### config.mk
export PLATFORM = sky130hd
export DESIGN_NAME = nvwc_ctrl
export DESIGN_NICKNAME = d
export VERILOG_FILES = /design/src/core/nvwc_pkg.sv /design/src/core/nvwc_prio_mem.sv /design/src/core/nvwc_ctrl.sv
export SDC_FILE = /design/constraint.sdc
export NUM_CORES = 1
export LEC_CHECK = 0
export BUFFER_PORTS_ARGS = -buffer_cell sky130_fd_sc_hd__buf_2
export CORE_ASPECT_RATIO = 1.4
export CORE_MARGIN = 1
export CORE_UTILIZATION = 30
export CTS_BUF_LIST = sky130_fd_sc_hd__clkbuf_16
export DETAILED_ROUTE_END_ITERATION = 8
export GPL_TIMING_DRIVEN = 0
export HOLD_SLACK_MARGIN = 0.05
export SETUP_SLACK_MARGIN = 0.5
export SYNTH_ARGS = -nofsm -noshare
export SYNTH_HDL_FRONTEND = slang
export SYNTH_SLANG_ARGS = --single-unit
### constraint.sdc
create_clock -name sys_clk_in -period 39.6 [get_ports sys_clk_in]
set_input_delay 1.98 -clock sys_clk_in [delete_from_list [all_inputs] [get_ports sys_clk_in]]
set_output_delay 1.98 -clock sys_clk_in [all_outputs]
set_load 0.01 [all_outputs]
### src/core/nvwc_pkg.sv
// Constants, types and encodings for the interrupt and wake controller.
// Assumes one 100 MHz system clock and a synchronous active-high reset.
package nvwc_pkg;
  localparam int unsigned NVWC_NUM_EXC    = 38;
  localparam int unsigned NVWC_NUM_CORE   = 15;
  localparam int unsigned NVWC_NUM_IRQ    = 23;
  localparam int unsigned NVWC_NUM_LINES  = 24;
  localparam int unsigned NVWC_PRIO_W     = 2;
  localparam int unsigned NVWC_EXC_W      = 6;
  localparam int unsigned NVWC_IRQ_IDX_W  = 5;
  // Exception numbers
  localparam logic [5:0] NVWC_EXC_NONE    = 6'h00;
  localparam logic [5:0] NVWC_EXC_RESET   = 6'h01;
  localparam logic [5:0] NVWC_EXC_NMI     = 6'h02;
  localparam logic [5:0] NVWC_EXC_HARD    = 6'h03;
  localparam logic [5:0] NVWC_EXC_SVCALL  = 6'h0B;
  localparam logic [5:0] NVWC_EXC_PENDSRV = 6'h0E;
  localparam logic [5:0] NVWC_EXC_TICK    = 6'h0F;
  localparam logic [5:0] NVWC_EXC_IRQ0    = 6'h10;
  // Line 17 (exception 33) is reserved
  localparam int unsigned NVWC_RSVD_LINE  = 17;
  // Wake and reserved-line masks over the 24 peripheral lines (bit n = exception 16+n)
  localparam logic [23:0] NVWC_SLEEP_WAKE = 24'hFD_FE7F;
  localparam logic [23:0] NVWC_HIB_WAKE   = 24'h00_000B;
  localparam logic [23:0] NVWC_RSVD_MASK  = 24'hFD_FFFF;
  // Core-exception priority slots
  localparam int unsigned NVWC_SLOT_SVC   = 0;
  localparam int unsigned NVWC_SLOT_PSV   = 1;
  localparam int unsigned NVWC_SLOT_TICK  = 2;
  localparam int unsigned NVWC_NUM_SLOTS  = 3;
  // Internal rank: 0 fixed reset .. 2 hard fault, 3..6 programmable 0..3
  localparam logic [2:0] NVWC_RANK_RESET  = 3'h0;
  localparam logic [2:0] NVWC_RANK_NMI    = 3'h1;
  localparam logic [2:0] NVWC_RANK_HARD   = 3'h2;
  localparam logic [2:0] NVWC_RANK_PROG   = 3'h3;
  localparam logic [2:0] NVWC_RANK_IDLE   = 3'h7;

  typedef enum logic [1:0] {
    NVWC_NMI_OFF  = 2'b00,
    NVWC_NMI_PIN  = 2'b01,
    NVWC_NMI_CLK  = 2'b10,
    NVWC_NMI_BROWN = 2'b11
  } nvwc_nmi_sel_t;

  typedef enum logic [1:0] {
    NVWC_PM_RUN   = 2'b00,
    NVWC_PM_SLEEP = 2'b01,
    NVWC_PM_HIB   = 2'b10,
    NVWC_PM_SHUT  = 2'b11
  } nvwc_pmode_t;
endpackage

### src/core/nvwc_prio_mem.sv
// Priority store for the peripheral lines and programmable exceptions.
// Assumes one writer; all read values are registered each cycle.
`timescale 1ns/1ns
module nvwc_prio_mem
  import nvwc_pkg::*;
(
  // Clock and reset
  input  wire logic                        sys_clk_in,
  input  wire logic                        srst_in,
  // Write port
  input  wire logic                        wr_en_in,
  input  wire logic [4:0]                  wr_idx_in,
  input  wire logic [NVWC_PRIO_W-1:0]      wr_data_in,
  // Registered read of every entry
  output logic [NVWC_NUM_LINES+NVWC_NUM_SLOTS-1:0][NVWC_PRIO_W-1:0] rd_out
);
  localparam int unsigned DEPTH = NVWC_NUM_LINES + NVWC_NUM_SLOTS;
  logic [DEPTH-1:0][NVWC_PRIO_W-1:0] next_rd;

  // Next contents: one entry written per cycle
  always_comb begin
    next_rd = rd_out;
    if (wr_en_in && (32'(wr_idx_in) < DEPTH)) begin
      next_rd[wr_idx_in] = wr_data_in;
    end
  end

  // All entries reset to the highest programmable level
  always_ff @(posedge sys_clk_in) begin
    if (srst_in) begin
      rd_out <= '0;
    end else begin
      rd_out <= next_rd;
    end
  end
endmodule

### src/core/nvwc_ctrl.sv
// Nested prioritised interrupt controller with wake-up control.
// Assumes the core acknowledges entry and return with one-cycle pulses
// and that peripheral requests are synchronous to sys_clk_in.
// Summary of operation
// - 38 exceptions: 15 core, 23 peripheral
// - Four software-set priority levels per line and for SVC, PendSV, tick
// - Preempt only on strictly higher priority
// - Equal priority: lower polling number first
// - Selectable NMI from pin, clock loss, brownout
// - Reset, NMI, hard fault fixed above all
// - Peripherals at 16-39, 33 reserved
// - Sleep wake: all but flash, watchdog
// - Hibernate: NMI, 16, 17, 19; shutdown: pin
// - Brownout warning may drive the NMI
// - Clock loss forces switch to internal oscillator
`timescale 1ns/1ns
module nvwc_ctrl
  import nvwc_pkg::*;
(
  // Clock and reset
  input  wire logic                        sys_clk_in,
  input  wire logic                        srst_in,
  // Peripheral and core requests
  input  wire logic [NVWC_NUM_LINES-1:0]   irq_in,
  input  wire logic [NVWC_NUM_LINES-1:0]   irq_enable_in,
  input  wire logic                        hard_fault_in,
  input  wire logic                        svc_in,
  input  wire logic                        pendable_service_in,
  input  wire logic                        tick_in,
  // Non-maskable sources
  input  wire logic [1:0]                  nmi_sel_in,
  input  wire logic                        nmi_pin_in,
  input  wire logic                        clock_lost_in,
  input  wire logic                        brownout_in,
  // Priority writes
  input  wire logic                        prio_wr_in,
  input  wire logic [4:0]                  prio_idx_in,
  input  wire logic [NVWC_PRIO_W-1:0]      prio_data_in,
  // Core handshake
  input  wire logic                        entry_ack_in,
  input  wire logic                        exit_in,
  input  wire logic [1:0]                  power_mode_in,
  input  wire logic                        shutdown_pin_in,
  // Results
  output logic                             req_out,
  output logic [NVWC_EXC_W-1:0]            req_exc_out,
  output logic [NVWC_EXC_W-1:0]            active_exc_out,
  output logic                             wake_out,
  output logic                             use_internal_osc_out
);
  localparam int unsigned STK = 8;

  // Pin input synchroniser stages
  logic [2:0] nmi_pin_sync;
  logic [2:0] next_nmi_pin_sync;
  logic [2:0] sdw_sync;
  logic [2:0] next_sdw_sync;
  logic       nmi_pin_lvl;
  logic       next_nmi_pin_lvl;
  logic       sdw_lvl;
  logic       next_sdw_lvl;
  logic       sdw_toggle;

  // Pending and nesting state
  // one pending bit per line
  logic [NVWC_NUM_LINES-1:0] pend;
  logic [NVWC_NUM_LINES-1:0] next_pend;
  logic [2:0]                core_pend;
  logic [2:0]                next_core_pend;
  logic                      nmi_pend;
  logic                      next_nmi_pend;
  logic                      nmi_prev;
  logic                      next_nmi_prev;
  logic [STK-1:0][5:0]       stk_exc;
  logic [STK-1:0][5:0]       next_stk_exc;
  logic [STK-1:0][2:0]       stk_rank;
  logic [STK-1:0][2:0]       next_stk_rank;
  logic [3:0]                depth;
  logic [3:0]                next_depth;
  logic                      clk_sw;
  logic                      next_clk_sw;
  logic                      next_wake;
  logic [5:0]                next_req_exc;
  logic                      next_req;
  logic [2:0]                req_rank;
  logic [2:0]                next_req_rank;

  logic [NVWC_NUM_LINES+NVWC_NUM_SLOTS-1:0][NVWC_PRIO_W-1:0] prio;
  logic       nmi_src;
  logic [2:0] win_rank;
  logic [5:0] win_exc;
  logic [2:0] act_rank;

  nvwc_prio_mem u_prio (
    .sys_clk_in (sys_clk_in),
    .srst_in    (srst_in),
    .wr_en_in   (prio_wr_in),
    .wr_idx_in  (prio_idx_in),
    .wr_data_in (prio_data_in),
    .rd_out     (prio)
  );

  // Programmable level mapped above the fixed ranks
  function automatic logic [2:0] prog_rank(input logic [1:0] p);
    return NVWC_RANK_PROG + {1'b0, p};
  endfunction

  // Pin synchronisers; a level moves once stages two and three agree
  always_comb begin
    next_nmi_pin_sync = {nmi_pin_sync[1:0], nmi_pin_in};
    next_sdw_sync     = {sdw_sync[1:0], shutdown_pin_in};
    next_nmi_pin_lvl  = nmi_pin_lvl;
    next_sdw_lvl      = sdw_lvl;
    if (nmi_pin_sync[2] == nmi_pin_sync[1]) begin
      next_nmi_pin_lvl = nmi_pin_sync[2];
    end
    if (sdw_sync[2] == sdw_sync[1]) begin
      next_sdw_lvl = sdw_sync[2];
    end
  end
  assign sdw_toggle = next_sdw_lvl != sdw_lvl;

  always_comb begin
    unique case (nvwc_nmi_sel_t'(nmi_sel_in))
      NVWC_NMI_OFF:   nmi_src = 1'b0;
      NVWC_NMI_PIN:   nmi_src = nmi_pin_lvl;
      NVWC_NMI_CLK:   nmi_src = clock_lost_in;
      NVWC_NMI_BROWN: nmi_src = brownout_in;
    endcase
  end

  assign act_rank = (depth == '0) ? NVWC_RANK_IDLE : stk_rank[depth - 4'h1];

  // arbitration in polling order, fixed ranks first
  always_comb begin
    win_rank = NVWC_RANK_IDLE;
    win_exc  = NVWC_EXC_NONE;
    // Highest index scanned first so lower numbers win ties
    for (int i = NVWC_NUM_LINES - 1; i >= 0; i--) begin
      if (pend[i] && irq_enable_in[i] && i != NVWC_RSVD_LINE
          && prog_rank(prio[i]) <= win_rank) begin
        win_rank = prog_rank(prio[i]);
        win_exc  = NVWC_EXC_IRQ0 + 6'(i);
      end
    end
    if (core_pend[NVWC_SLOT_TICK]
        && prog_rank(prio[NVWC_NUM_LINES + NVWC_SLOT_TICK]) <= win_rank) begin
      win_rank = prog_rank(prio[NVWC_NUM_LINES + NVWC_SLOT_TICK]);
      win_exc  = NVWC_EXC_TICK;
    end
    if (core_pend[NVWC_SLOT_PSV]
        && prog_rank(prio[NVWC_NUM_LINES + NVWC_SLOT_PSV]) <= win_rank) begin
      win_rank = prog_rank(prio[NVWC_NUM_LINES + NVWC_SLOT_PSV]);
      win_exc  = NVWC_EXC_PENDSRV;
    end
    if (core_pend[NVWC_SLOT_SVC]
        && prog_rank(prio[NVWC_NUM_LINES + NVWC_SLOT_SVC]) <= win_rank) begin
      win_rank = prog_rank(prio[NVWC_NUM_LINES + NVWC_SLOT_SVC]);
      win_exc  = NVWC_EXC_SVCALL;
    end
    if (hard_fault_in) begin
      win_rank = NVWC_RANK_HARD;
      win_exc  = NVWC_EXC_HARD;
    end
    if (nmi_pend) begin
      win_rank = NVWC_RANK_NMI;
      win_exc  = NVWC_EXC_NMI;
    end
  end

  // Pending, nesting and request state
  always_comb begin
    next_pend      = pend;
    next_core_pend = core_pend;
    next_nmi_pend  = nmi_pend;
    next_nmi_prev  = nmi_src;
    next_stk_exc   = stk_exc;
    next_stk_rank  = stk_rank;
    next_depth     = depth;
    // entry clears pending; same-cycle set still wins
    if (entry_ack_in && req_out) begin
      if (req_exc_out >= NVWC_EXC_IRQ0) begin
        next_pend[5'(req_exc_out - NVWC_EXC_IRQ0)] = 1'b0;
      end
      if (req_exc_out == NVWC_EXC_SVCALL) next_core_pend[NVWC_SLOT_SVC] = 1'b0;
      if (req_exc_out == NVWC_EXC_PENDSRV) next_core_pend[NVWC_SLOT_PSV] = 1'b0;
      if (req_exc_out == NVWC_EXC_TICK) next_core_pend[NVWC_SLOT_TICK] = 1'b0;
      if (req_exc_out == NVWC_EXC_NMI) next_nmi_pend = 1'b0;
      if (depth < 4'(STK)) begin
        next_stk_exc[depth]  = req_exc_out;
        // Rank of the number taken, not of a winner that moved since
        next_stk_rank[depth] = req_rank;
        next_depth           = depth + 4'h1;
      end
    end else if (exit_in && depth != '0) begin
      next_depth = depth - 4'h1;
    end
    next_pend = next_pend | (irq_in & NVWC_RSVD_MASK);
    next_core_pend = next_core_pend | {tick_in, pendable_service_in, svc_in};
    if (nmi_src && !nmi_prev) next_nmi_pend = 1'b1;
    next_req     = (win_exc != NVWC_EXC_NONE) && (win_rank < act_rank);
    next_req_exc = win_exc;
    next_req_rank = win_rank;
  end

  always_comb begin
    unique case (nvwc_pmode_t'(power_mode_in))
      NVWC_PM_RUN:   next_wake = 1'b0;
      NVWC_PM_SLEEP: next_wake = nmi_pend || |(pend & NVWC_SLEEP_WAKE);
      NVWC_PM_HIB:   next_wake = nmi_pend || |(pend & NVWC_HIB_WAKE);
      NVWC_PM_SHUT:  next_wake = sdw_toggle;
    endcase
  end

  // clock loss latches switch to internal oscillator
  assign next_clk_sw = clk_sw | clock_lost_in;

  // Register all state; reset holds the core in reset slot
  always_ff @(posedge sys_clk_in) begin
    if (srst_in) begin
      nmi_pin_sync <= '0;
      sdw_sync     <= '0;
      nmi_pin_lvl  <= 1'b0;
      sdw_lvl      <= 1'b0;
      pend         <= '0;
      core_pend    <= '0;
      nmi_pend     <= 1'b0;
      nmi_prev     <= 1'b0;
      stk_exc      <= '0;
      stk_rank     <= '0;
      depth        <= '0;
      clk_sw       <= 1'b0;
      wake_out     <= 1'b1;  // Reset always wakes
      req_out      <= 1'b0;
      req_exc_out  <= NVWC_EXC_RESET;
      req_rank     <= NVWC_RANK_IDLE;
    end else begin
      nmi_pin_sync <= next_nmi_pin_sync;
      sdw_sync     <= next_sdw_sync;
      nmi_pin_lvl  <= next_nmi_pin_lvl;
      sdw_lvl      <= next_sdw_lvl;
      pend         <= next_pend;
      core_pend    <= next_core_pend;
      nmi_pend     <= next_nmi_pend;
      nmi_prev     <= next_nmi_prev;
      stk_exc      <= next_stk_exc;
      stk_rank     <= next_stk_rank;
      depth        <= next_depth;
      clk_sw       <= next_clk_sw;
      wake_out     <= next_wake;
      req_out      <= next_req;
      req_exc_out  <= next_req_exc;
      req_rank     <= next_req_rank;
    end
  end

  assign active_exc_out = (depth == '0) ? NVWC_EXC_NONE : stk_exc[depth - 4'h1];
  assign use_internal_osc_out = clk_sw;
endmodule

Yosys cells after proc, flatten, opt, wreduce, memory -nomap -nowiden --
Cells that the tools add are included.
Word-level totals: register bits 179, bits of input ports 72, output and inout bits 15, logic and storage cells 303
Cells by class: $add $sub $neg 29, $lt $le $gt $ge 37, equality and inequality tests 14, mux-type cells 88, bitwise operators 5, reduce and logical (&&, ||, !) cells 73
Operators with widths (count):
- $mux 6 | 31
- $mux 3 | 32
- $add 2x2->3 const A | 26
- $le 3x3->1 | 25
- $logic_and 1x1->1 | 57
- $bwmux 54 | 1
- $bwmux 48 | 1
- $mux 24 | 2
- $and 24x24->24 | 1
- $bwmux 24 | 1
- $not 24->24 | 1
- $or 24x24->24 | 1
- $reduce_or 21->1 | 1
- $bmux 6 s3 | 1
- $demux 6 s3 | 1
- $eq 6x4->1 const B | 3
- $lt 4x4->1 const B | 3
- $lt 5x6->1 const B | 2
- $mux 4 | 3
- $demux 2 s5 | 1
- $ge 5x1->1 const B | 2
- $bmux 3 s3 | 1
- $demux 3 s3 | 1
- $eq 2x2->1 const B | 4
- 28 further kinds | 44

Depth between registers and ports, before layout --
Gate-level depths: netlist of run 1.
depth in word-level cells 83, mapped depth 178

By module --
Synthesis of run 1 repeated with hierarchy kept, for this count alone.
Unflattened totals: cell total of the unflattened synthesis 1484, area total of the unflattened synthesis 12040.3 µm²
By module, submodules not included:
- nvwc_ctrl | instances 1, cells an instance 1270, area an instance 9791.9 µm², seq. area each 2482.4 µm²
- nvwc_prio_mem | instances 1, cells an instance 214, area an instance 2248.4 µm², seq. area each 1081.0 µm²

Worst setup path after synthesis of run 1 --
OpenSTA, ideal clock, no wires.
kind input to register, from in irq_enable_in[23], to reg req_out, library setup time 0.060 ns, arrival time 32.526 ns, required time 39.540 ns, path slack 7.014 ns, cell stages on the path 167, cell sequence nand3_1 -> ha_1 -> or2_2 -> maj3_1 -> a41oi_1 -> mux2_2 -> ha_1 -> o32ai_1 -> a21o_1 -> a31oi_1 -> mux2i_1 -> inv_1 -> ha_1 -> or3_1 -> a21oi_1 -> a221oi_1 -> a21o_1 -> mux2i_1 -> [... 131 more ...] -> inv_1 -> o21ai_0 -> and2_1 -> clkbuf_1 -> nand2_1 -> nand2_1 -> ha_1 -> nor2b_1 -> o21ai_0 -> inv_1 -> o21ai_0 -> nand2_1 -> a2111oi_0 -> ha_1 -> o21ai_0 -> nand2_1 -> a31oi_1 -> o41a_1
On the way: cells in the longest elaborated chain, start to end 82, elaborated cells between the ends (all ways) 111, classes of those cells 26 x order compare; 56 x mux; 29 x reduce/logical
RTL lines:
- from (decl) | line nvwc_ctrl.sv:25 | input wire logic [NVWC_NUM_LINES-1:0] irq_enable_in,
- $logic_and 1x1->1 * | line nvwc_ctrl.sv:140 | if (pend[i] && irq_enable_in[i] && i != NVWC_RSVD_LINE
- $logic_and 1x1->1 * | line nvwc_ctrl.sv:141 | && prog_rank(prio[i]) <= win_rank) begin
- $mux 3 * | line nvwc_ctrl.sv:140
- $le 3x3->1 | line nvwc_ctrl.sv:141
- $logic_and 1x1->1 | line nvwc_ctrl.sv:141
- $mux 3 * | line nvwc_ctrl.sv:140
- $le 3x3->1 | line nvwc_ctrl.sv:141
- $logic_and 1x1->1 | line nvwc_ctrl.sv:141
- [... 67 more ...]
- $le 3x3->1 | line nvwc_ctrl.sv:157 | && prog_rank(prio[NVWC_NUM_LINES + NVWC_SLOT_SVC]) <= win_rank) begin
- $logic_and 1x1->1 | line nvwc_ctrl.sv:157
- $mux 3 * | line nvwc_ctrl.sv:156 | if (core_pend[NVWC_SLOT_SVC]
- $mux 3 * | line nvwc_ctrl.sv:161 | if (hard_fault_in) begin
- $mux 3 * | line nvwc_ctrl.sv:165 | if (nmi_pend) begin
- via next_req_rank[2] | line nvwc_ctrl.sv:86 | logic [2:0] next_req_rank;
- $lt 3x3->1 * | line nvwc_ctrl.sv:201 | next_req = (win_exc != NVWC_EXC_NONE) && (win_rank < act_rank);
- $logic_and 1x1->1 * | line nvwc_ctrl.sv:201
- to (signal assigned) | line nvwc_ctrl.sv:251 | req_out <= next_req;
- to (decl) | line nvwc_ctrl.sv:45 | output logic req_out,
The timed path passes the listed nets; every way through them passes the cells marked *. A chain may end at the register's enable or synchronous reset.

Worst setup path in the final report of run 1 --
Ends and elaborated chain as after synthesis.

==> impl_metrics.env, run 1 <==
export IMPL_insertion_delay_ns=0.45
export IMPL_syn_to_final_growth_pct=14.3
export IMPL_r2r_cells=167
export IMPL_crit_path_top_delay_cell="a2111oi_2"
export IMPL_period_share=0.919
export IMPL_synth_area_top_cells="dfxtp_1 30%, ha_1 6.9%, nand2_1 6.6%"
export IMPL_drt_iter0_drc=804
export IMPL_p_leak_nw=5.07
export IMPL_cts_tree="yes"
export IMPL_synth_seq_area_share=0.300
export IMPL_drv_cap=0
export IMPL_final_util=0.349
export IMPL_gr_total_overflow=0
export IMPL_cts_root_buffer="clkbuf_16"
export IMPL_grt_pass1_vias=11200
export IMPL_synth_top_area_frac=0.300
export IMPL_rows=85
export IMPL_p_sw_mw=0.180
export IMPL_core_sq_mm=0.0385
export IMPL_via_per_inst=5.41
export IMPL_detail_route_wirelength_microns=39800
export IMPL_fp_dieH_microns=236
export IMPL_power_switching_share=0.357
export IMPL_die_w_microns=169
export IMPL_die_area_sq_mm=0.0400
export IMPL_rsz0062_at_grt="false"
export IMPL_crit_end="req_out"
export IMPL_reg2reg_slack_ns=4.34
export IMPL_cts_sinks=176
export IMPL_vias=11700
export IMPL_irDropWorstVdd_mv=0.0319
export IMPL_cp_required_ns=40.00
export IMPL_synth_area_leader_cell="dfxtp_1"
export IMPL_ys_ff_latch=176
export IMPL_io_pins=87
export IMPL_critPathBufInv=7
export IMPL_antenna_found_initial=2
export IMPL_ys_flop_type="dfxtp_1"
export IMPL_fin_tns_setup_ns=0
export IMPL_dpl_hpwl_microns=31600
export IMPL_grt_total_usage=0.199
export IMPL_syn_nets=1661
export IMPL_portBuffers=81
export IMPL_cts_buffers=17
export IMPL_combPwrFrac=0.286
export IMPL_rr_startpoint="pend[23]"
export IMPL_p_seq_frac=0.384
export IMPL_status="completed"
export IMPL_crit_family="compound AO/OA/AOI/OAI gates"
export IMPL_top_layer_used="met5"
export IMPL_setup_violations=0
export IMPL_max_freq_ghz=0.0275
export IMPL_diodes=0
export IMPL_worst_r2r_endpoint="req_out"
export IMPL_synth_cell_type_count=92
export IMPL_start_util=0.305
export IMPL_hold_violations=0
export IMPL_worst_pin_slew_ns=1.26
export IMPL_worst_ep_arrival_time_ns=36.81
export IMPL_clk_pin_slew_ns=0.07
export IMPL_syn_area_per_cell_sq_um=7.71
export IMPL_synth_area_sq_mm=0.0117
export IMPL_clockPowerShare=0.330
export IMPL_crit_top_cell="ha_1"
export IMPL_ant_nets=0
export IMPL_end_kind="flip-flop"
export IMPL_drv_slew=0
export IMPL_skew_ns=0.0136
export IMPL_pwr_density_cell_mw_per_mm2=37.6
export IMPL_layout_min_cycle_time_ns=36.41
export IMPL_place_gp_congestion=0.922
export IMPL_drive_gt1_frac=0.116
export IMPL_drc_errors=0
export IMPL_cts_path_max_buffers=2
export IMPL_synth_edff_count=0
export IMPL_grt_pass1_wl_microns=61200
export IMPL_drt_pass1_iterations=6
export IMPL_hold_class="flip-flop to flip-flop"
export IMPL_final_nets=1761
export IMPL_p_int_mw=0.325
export IMPL_crit_type="input port to flip-flop"
export IMPL_crit_path_start_kind="input port"
export IMPL_path_max_fanout=8
export IMPL_cpPeakStageDelay_ns=0.45
export IMPL_cp_depth=168
export IMPL_slew_headroom=0.156
export IMPL_crit_start="irq_enable_in[23]"
export IMPL_wl_per_cell_microns=18.4
export IMPL_met3RoutedLength_microns=1810
export IMPL_synthCells=1524
export IMPL_grt_start_max_net_pins=17
export IMPL_wl_met1_microns=15700
export IMPL_synth_async_reset_ratio=0
export IMPL_htree_levels=4
export IMPL_yosysWarnings=0
export IMPL_dr_wl_met2_microns=20300
kinds of logic after synthesis:
family	count (synthesis)	share of synthesized area
fa+ha+maj	71	0.0743
compound gates	383	0.217
xor+xnor	3	0.00224
flops	176	0.300
simple gates	634	0.256
mux	91	0.0970
buf+inv	166	0.0537
sequential cells by signal (all words and copies together), names as in the netlist:
register and cells:
stk_rank 24, depth 4, stk_exc 48, nmi_prev 1, sdw_sync 3, nmi_pin_sync 3
wake_out 1, req_exc_out 6, req_out 1, pend 23, nmi_pend 1, sdw_lvl 1
req_rank 3, use_internal_osc_out 1, core_pend 3, u_prio.rd_out 52, nmi_pin_lvl 1
final cells by class:
cell class              instances  area (sq um)
clock inverters                15           134
clock buffers                  17           425
well taps                     522           653
fillers                      4180         25100
plain buffers                  72           279
flip-flops and latches        176          3520
multi-input cells            1182          7650
repair buffers                 81           405
inverters                      94           353
through the flow:
step	std cells	cell area [sq um]	setup WS, ns	total power [mW]	hold WS, ns
final	2159	13400	3.19	0.505	0.441
after global routing	2159	13400	0.526	0.530	0.466
after CTS	2159	13400	2.32	0.505	0.443
after detailed placement	2127	12800	2.11	0.339	0.427
after global placement	2127	12800	2.44	0.337	0.424
after floorplan	1524	11700	7.01	0.293	0.414
power by group through the flow:
stage	Sequential, mW	Clock, mW	Combinational (mW)
after global routing	0.195	0.177	0.158
after floorplan	0.195	0	0.0978
after detailed placement	0.198	0	0.141
final	0.194	0.166	0.144
after CTS	0.194	0.169	0.142
after global placement	0.198	0	0.139
per-layer routing:
| metal | global-route usage | vias to the layer above |
|---|---|---|
| li1 | - | 5697 |
| met1 | 0.218 | 5547 |
| met2 | 0.363 | 332 |
| met3 | 0.0344 | 104 |
| met4 | 0.102 | 4 |
| met5 | 0 | - |
worst register-to-register path: cells and delay by family, from the launching register on:
family / cells / cell delay (ns)
AOI/OAI and AO/OA: 78 / 14.99
and+or+nand+nor: 49 / 9.30
adders and majority gates: 30 / 8.55
muxes: 4 / 1.35
DFF: 1 / 0.50
buffers and inverters: 6 / 0.48
cells in the final DEF, fill, tap and decap left out, drive strengths merged, types with 8 or more instances in the layout:
master	instances
nor3	29
ha	65
mux2i	70
o211a	8
nor2	158
o31ai	15
o211ai	12
nand2	207
nand4	23
and2	20
nand2b	13
nor4	13
o22ai	10
a21oi	130
clkbuf	77
o21ai	75
and3	27
o21a	12
nor2b	14
a31oi	22
or3	12
mux4	18
buf	93
inv	101
or2	13
nand3	82
a221oi	11
a21o	9
dfxtp	176
worst min-delay path by stage:
stage / from / end / slack, ns / cells past startpoint
after floorplan: nmi_pin_sync[0] / nmi_pin_sync[1] / 0.41 / 1
after global placement: sdw_sync[0] / sdw_sync[1] / 0.42 / 1
after detailed placement: nmi_pin_sync[0] / nmi_pin_sync[1] / 0.43 / 1
after CTS: nmi_pin_sync[0] / nmi_pin_sync[1] / 0.44 / 1
after global routing: nmi_pin_sync[0] / nmi_pin_sync[1] / 0.47 / 1
final: nmi_pin_sync[0] / nmi_pin_sync[1] / 0.44 / 1
synth_stat cells, types with 4 or more instances:
master,number
nand2_1,207
dfxtp_1,176
nor2_1,158
a21oi_1,127
inv_1,93
nand3_1,78
mux2i_1,70
o21ai_0,69
ha_1,65
clkbuf_1,60
nor3_1,29
and3_1,27
nand4_1,22
a31oi_1,20
mux4_2,18
and2_1,17
o31ai_1,15
nor2b_1,14
nand2b_1,13
nor4_1,12
o21a_1,12
or3_1,12
o211ai_1,10
o22ai_1,10
or2_2,10
a21o_1,9
a221oi_1,9
buf_1,8
o211a_1,8
maj3_1,6
nor3b_1,6
a211o_1,5
a22o_1,5
nand3b_1,5
o21ba_2,5
o22a_1,5
o311ai_0,5
nand3_2,4
o2111ai_1,4
o21ai_1,4
timing repair:
action,CTS,global route
hold buffers,0,0
setup endpoints to repair,0,5
resized for setup,0,16
setup buffers,0,0
Power figures use the tool's default switching activity.
==> inputs of run 2 (changes only) <==
--- a/config.mk
+++ b/config.mk
@@ -8,7 +8,7 @@
 export BUFFER_PORTS_ARGS = -buffer_cell sky130_fd_sc_hd__buf_2
 export CORE_ASPECT_RATIO = 1.4
 export CORE_MARGIN = 1
-export CORE_UTILIZATION = 30
+export CORE_UTILIZATION = 40
 export CTS_BUF_LIST = sky130_fd_sc_hd__clkbuf_16
 export DETAILED_ROUTE_END_ITERATION = 8
 export GPL_TIMING_DRIVEN = 0
==> run 2 against run 1 <==
Net effect:
- clock skew shrank 0.0022 ns
- sequential share of layout area up 0.36 points
- non-clock buffer count did not move
- cell count down 6.8%
- worst setup slack improved by 0.15 ns
- sequential cell count stayed put
- count of clock-buffer cells in the layout is the same
- hold slack worse by 0.00078 ns
==> impl_metrics.env, run 2 (synthesis gave the netlist of run 1 again) <==
export IMPL_rsz0062_at_grt="false"
export IMPL_via_per_inst=5.78
export IMPL_crit_path_start_kind="input port"
export IMPL_irDropWorstVdd_mv=0.0310
export IMPL_cts_sinks=176
export IMPL_diodes=0
export IMPL_crit_type="input port to flip-flop"
export IMPL_slew_headroom=0.0428
export IMPL_end_kind="flip-flop"
export IMPL_place_gp_congestion=0.928
export IMPL_gr_total_overflow=0
export IMPL_cpPeakStageDelay_ns=0.45
export IMPL_cts_root_buffer="clkbuf_16"
export IMPL_dpl_hpwl_microns=29800
export IMPL_final_nets=1761
export IMPL_final_cell_mix="206 x nand2_1, 176 x dfxtp_1, 157 x nor2_1"
export IMPL_ant_nets=0
export IMPL_setup_violations=0
export IMPL_skew_ns=0.0114
export IMPL_largest_reg_flops=52
export IMPL_detail_route_wirelength_microns=37800
export IMPL_syn_to_final_growth_pct=12.7
export IMPL_grt_total_usage=0.252
export IMPL_path_max_fanout=8
export IMPL_reg_top3="u_prio.rd_out (52), stk_exc (48), stk_rank (24)"
export IMPL_crit_family="compound AO/OA/AOI/OAI gates"
export IMPL_vias=11600
export IMPL_stdcell_count=2012
export IMPL_holdWs_ns=0.440
export IMPL_cts_path_max_buffers=2
export IMPL_cts_tree="yes"
export IMPL_portBuffers=81
export IMPL_postCtsHoldBufs=0
export IMPL_pwr_density_cell_mw_per_mm2=38.0
export IMPL_cp_required_ns=39.99
export IMPL_die_area_sq_mm=0.0301
export IMPL_antenna_found_initial=1
export IMPL_drive_gt1_frac=0.115
export IMPL_drt_iter0_drc=806
export IMPL_wl_per_cell_microns=18.8
export IMPL_worst_ep_arrival_time_ns=36.65
export IMPL_critPathBufInv=7
export IMPL_hold_class="flip-flop to flip-flop"
export IMPL_insertion_delay_ns=0.45
export IMPL_status="completed"
export IMPL_drv_slew=0
export IMPL_p_leak_nw=5.06
export IMPL_fin_tns_setup_ns=0
export IMPL_ctsResizeCount=0
export IMPL_drt_pass1_iterations=5
export IMPL_crit_top_cell="ha_1"
export IMPL_grt_pass1_wl_microns=58600
export IMPL_period_share=0.916
export IMPL_drc_errors=0
export IMPL_fp_dieH_microns=205
export IMPL_final_common_cell="nand2_1"
export IMPL_hold_violations=0
export IMPL_placed_area_sq_mm=0.0126
export IMPL_core_sq_mm=0.0287
export IMPL_die_w_microns=147
export IMPL_io_pins=87
export IMPL_postCtsSetupRepairBufs=0
export IMPL_design_area_sq_mm=0.0132
export IMPL_htree_levels=4
export IMPL_cts_buffers=17
export IMPL_clk_pin_slew_ns=0.07
export IMPL_rows=73
export IMPL_layout_min_cycle_time_ns=36.26
export IMPL_crit_path_top_delay_cell="a2111oi_2"
export IMPL_top_register="u_prio.rd_out"
export IMPL_start_util=0.410
export IMPL_dp_cells=1980
export IMPL_grt_start_max_net_pins=19
export IMPL_power_total_mw=0.503
export IMPL_drv_cap=0
export IMPL_worst_pin_slew_ns=1.43
export IMPL_fill_cells=2948
export IMPL_max_freq_ghz=0.0276
export IMPL_grt_pass1_vias=11100
run 2: cell types whose count changed in the layout (fill, tap and decap cells not counted), sizes merged:
cell and change:
inv +1, bufinv -1
run 2: area by class of cell:
type	instances	area, sq um	share of cell area
clock inverter	15	146	0.0111
sequential	176	3520	0.266
timing repair buffer	81	405	0.0306
clock buffer	17	425	0.0321
inverter	94	353	0.0266
buffer	72	278	0.0210
tap	375	469	0.0354
multi-input combinational	1182	7640	0.577
run 2: path summary, 6_finish.rpt:
check,from,endpoint,slack (ns),cells after the start
setup / recovery,irq_enable_in[23],req_out,3.34,170
hold / removal,sdw_sync[0],sdw_sync[1],0.44,1
setup reg to reg,pend[23],req_out,4.52,169
hold reg to reg,sdw_sync[0],sdw_sync[1],0.44,1
run 2: per-layer routing:
metal / part of all wire / GRT usage / vias up
met2: 0.51 / 0.466 / 338
li1: - / - / 5714
met3: 0.049 / 0.0314 / 86
met5: 0.00032 / 0 / -
met4: 0.046 / 0.131 / 2
met1: 0.39 / 0.281 / 5492
run 2: metrics by stage:
step,setup slack (ns),utilization
global placement,2.65,0.440
floorplan,7.01,-
finish,3.34,0.462
CTS,2.49,0.460
global route,0.521,0.462
detailed placement,2.26,0.440
run 2: worst reg2reg max path: cells and delay by family (launching register included):
kind                     cells  cell delay, ns
multiplexers                 4            1.34
flip-flops                   1            0.49
adder cells (fa/ha/maj)     30            8.29
AND/OR/NAND/NOR             53            9.76
buffers and inverters        6            0.60
AO/OA/AOI/OAI               76           14.48
run 2: power by group:
group / internal, mW / switching, mW
Clock: 0.0836 / 0.0820
Sequential: 0.185 / 0.00843
Combinational: 0.0516 / 0.0917
Total: 0.321 / 0.182
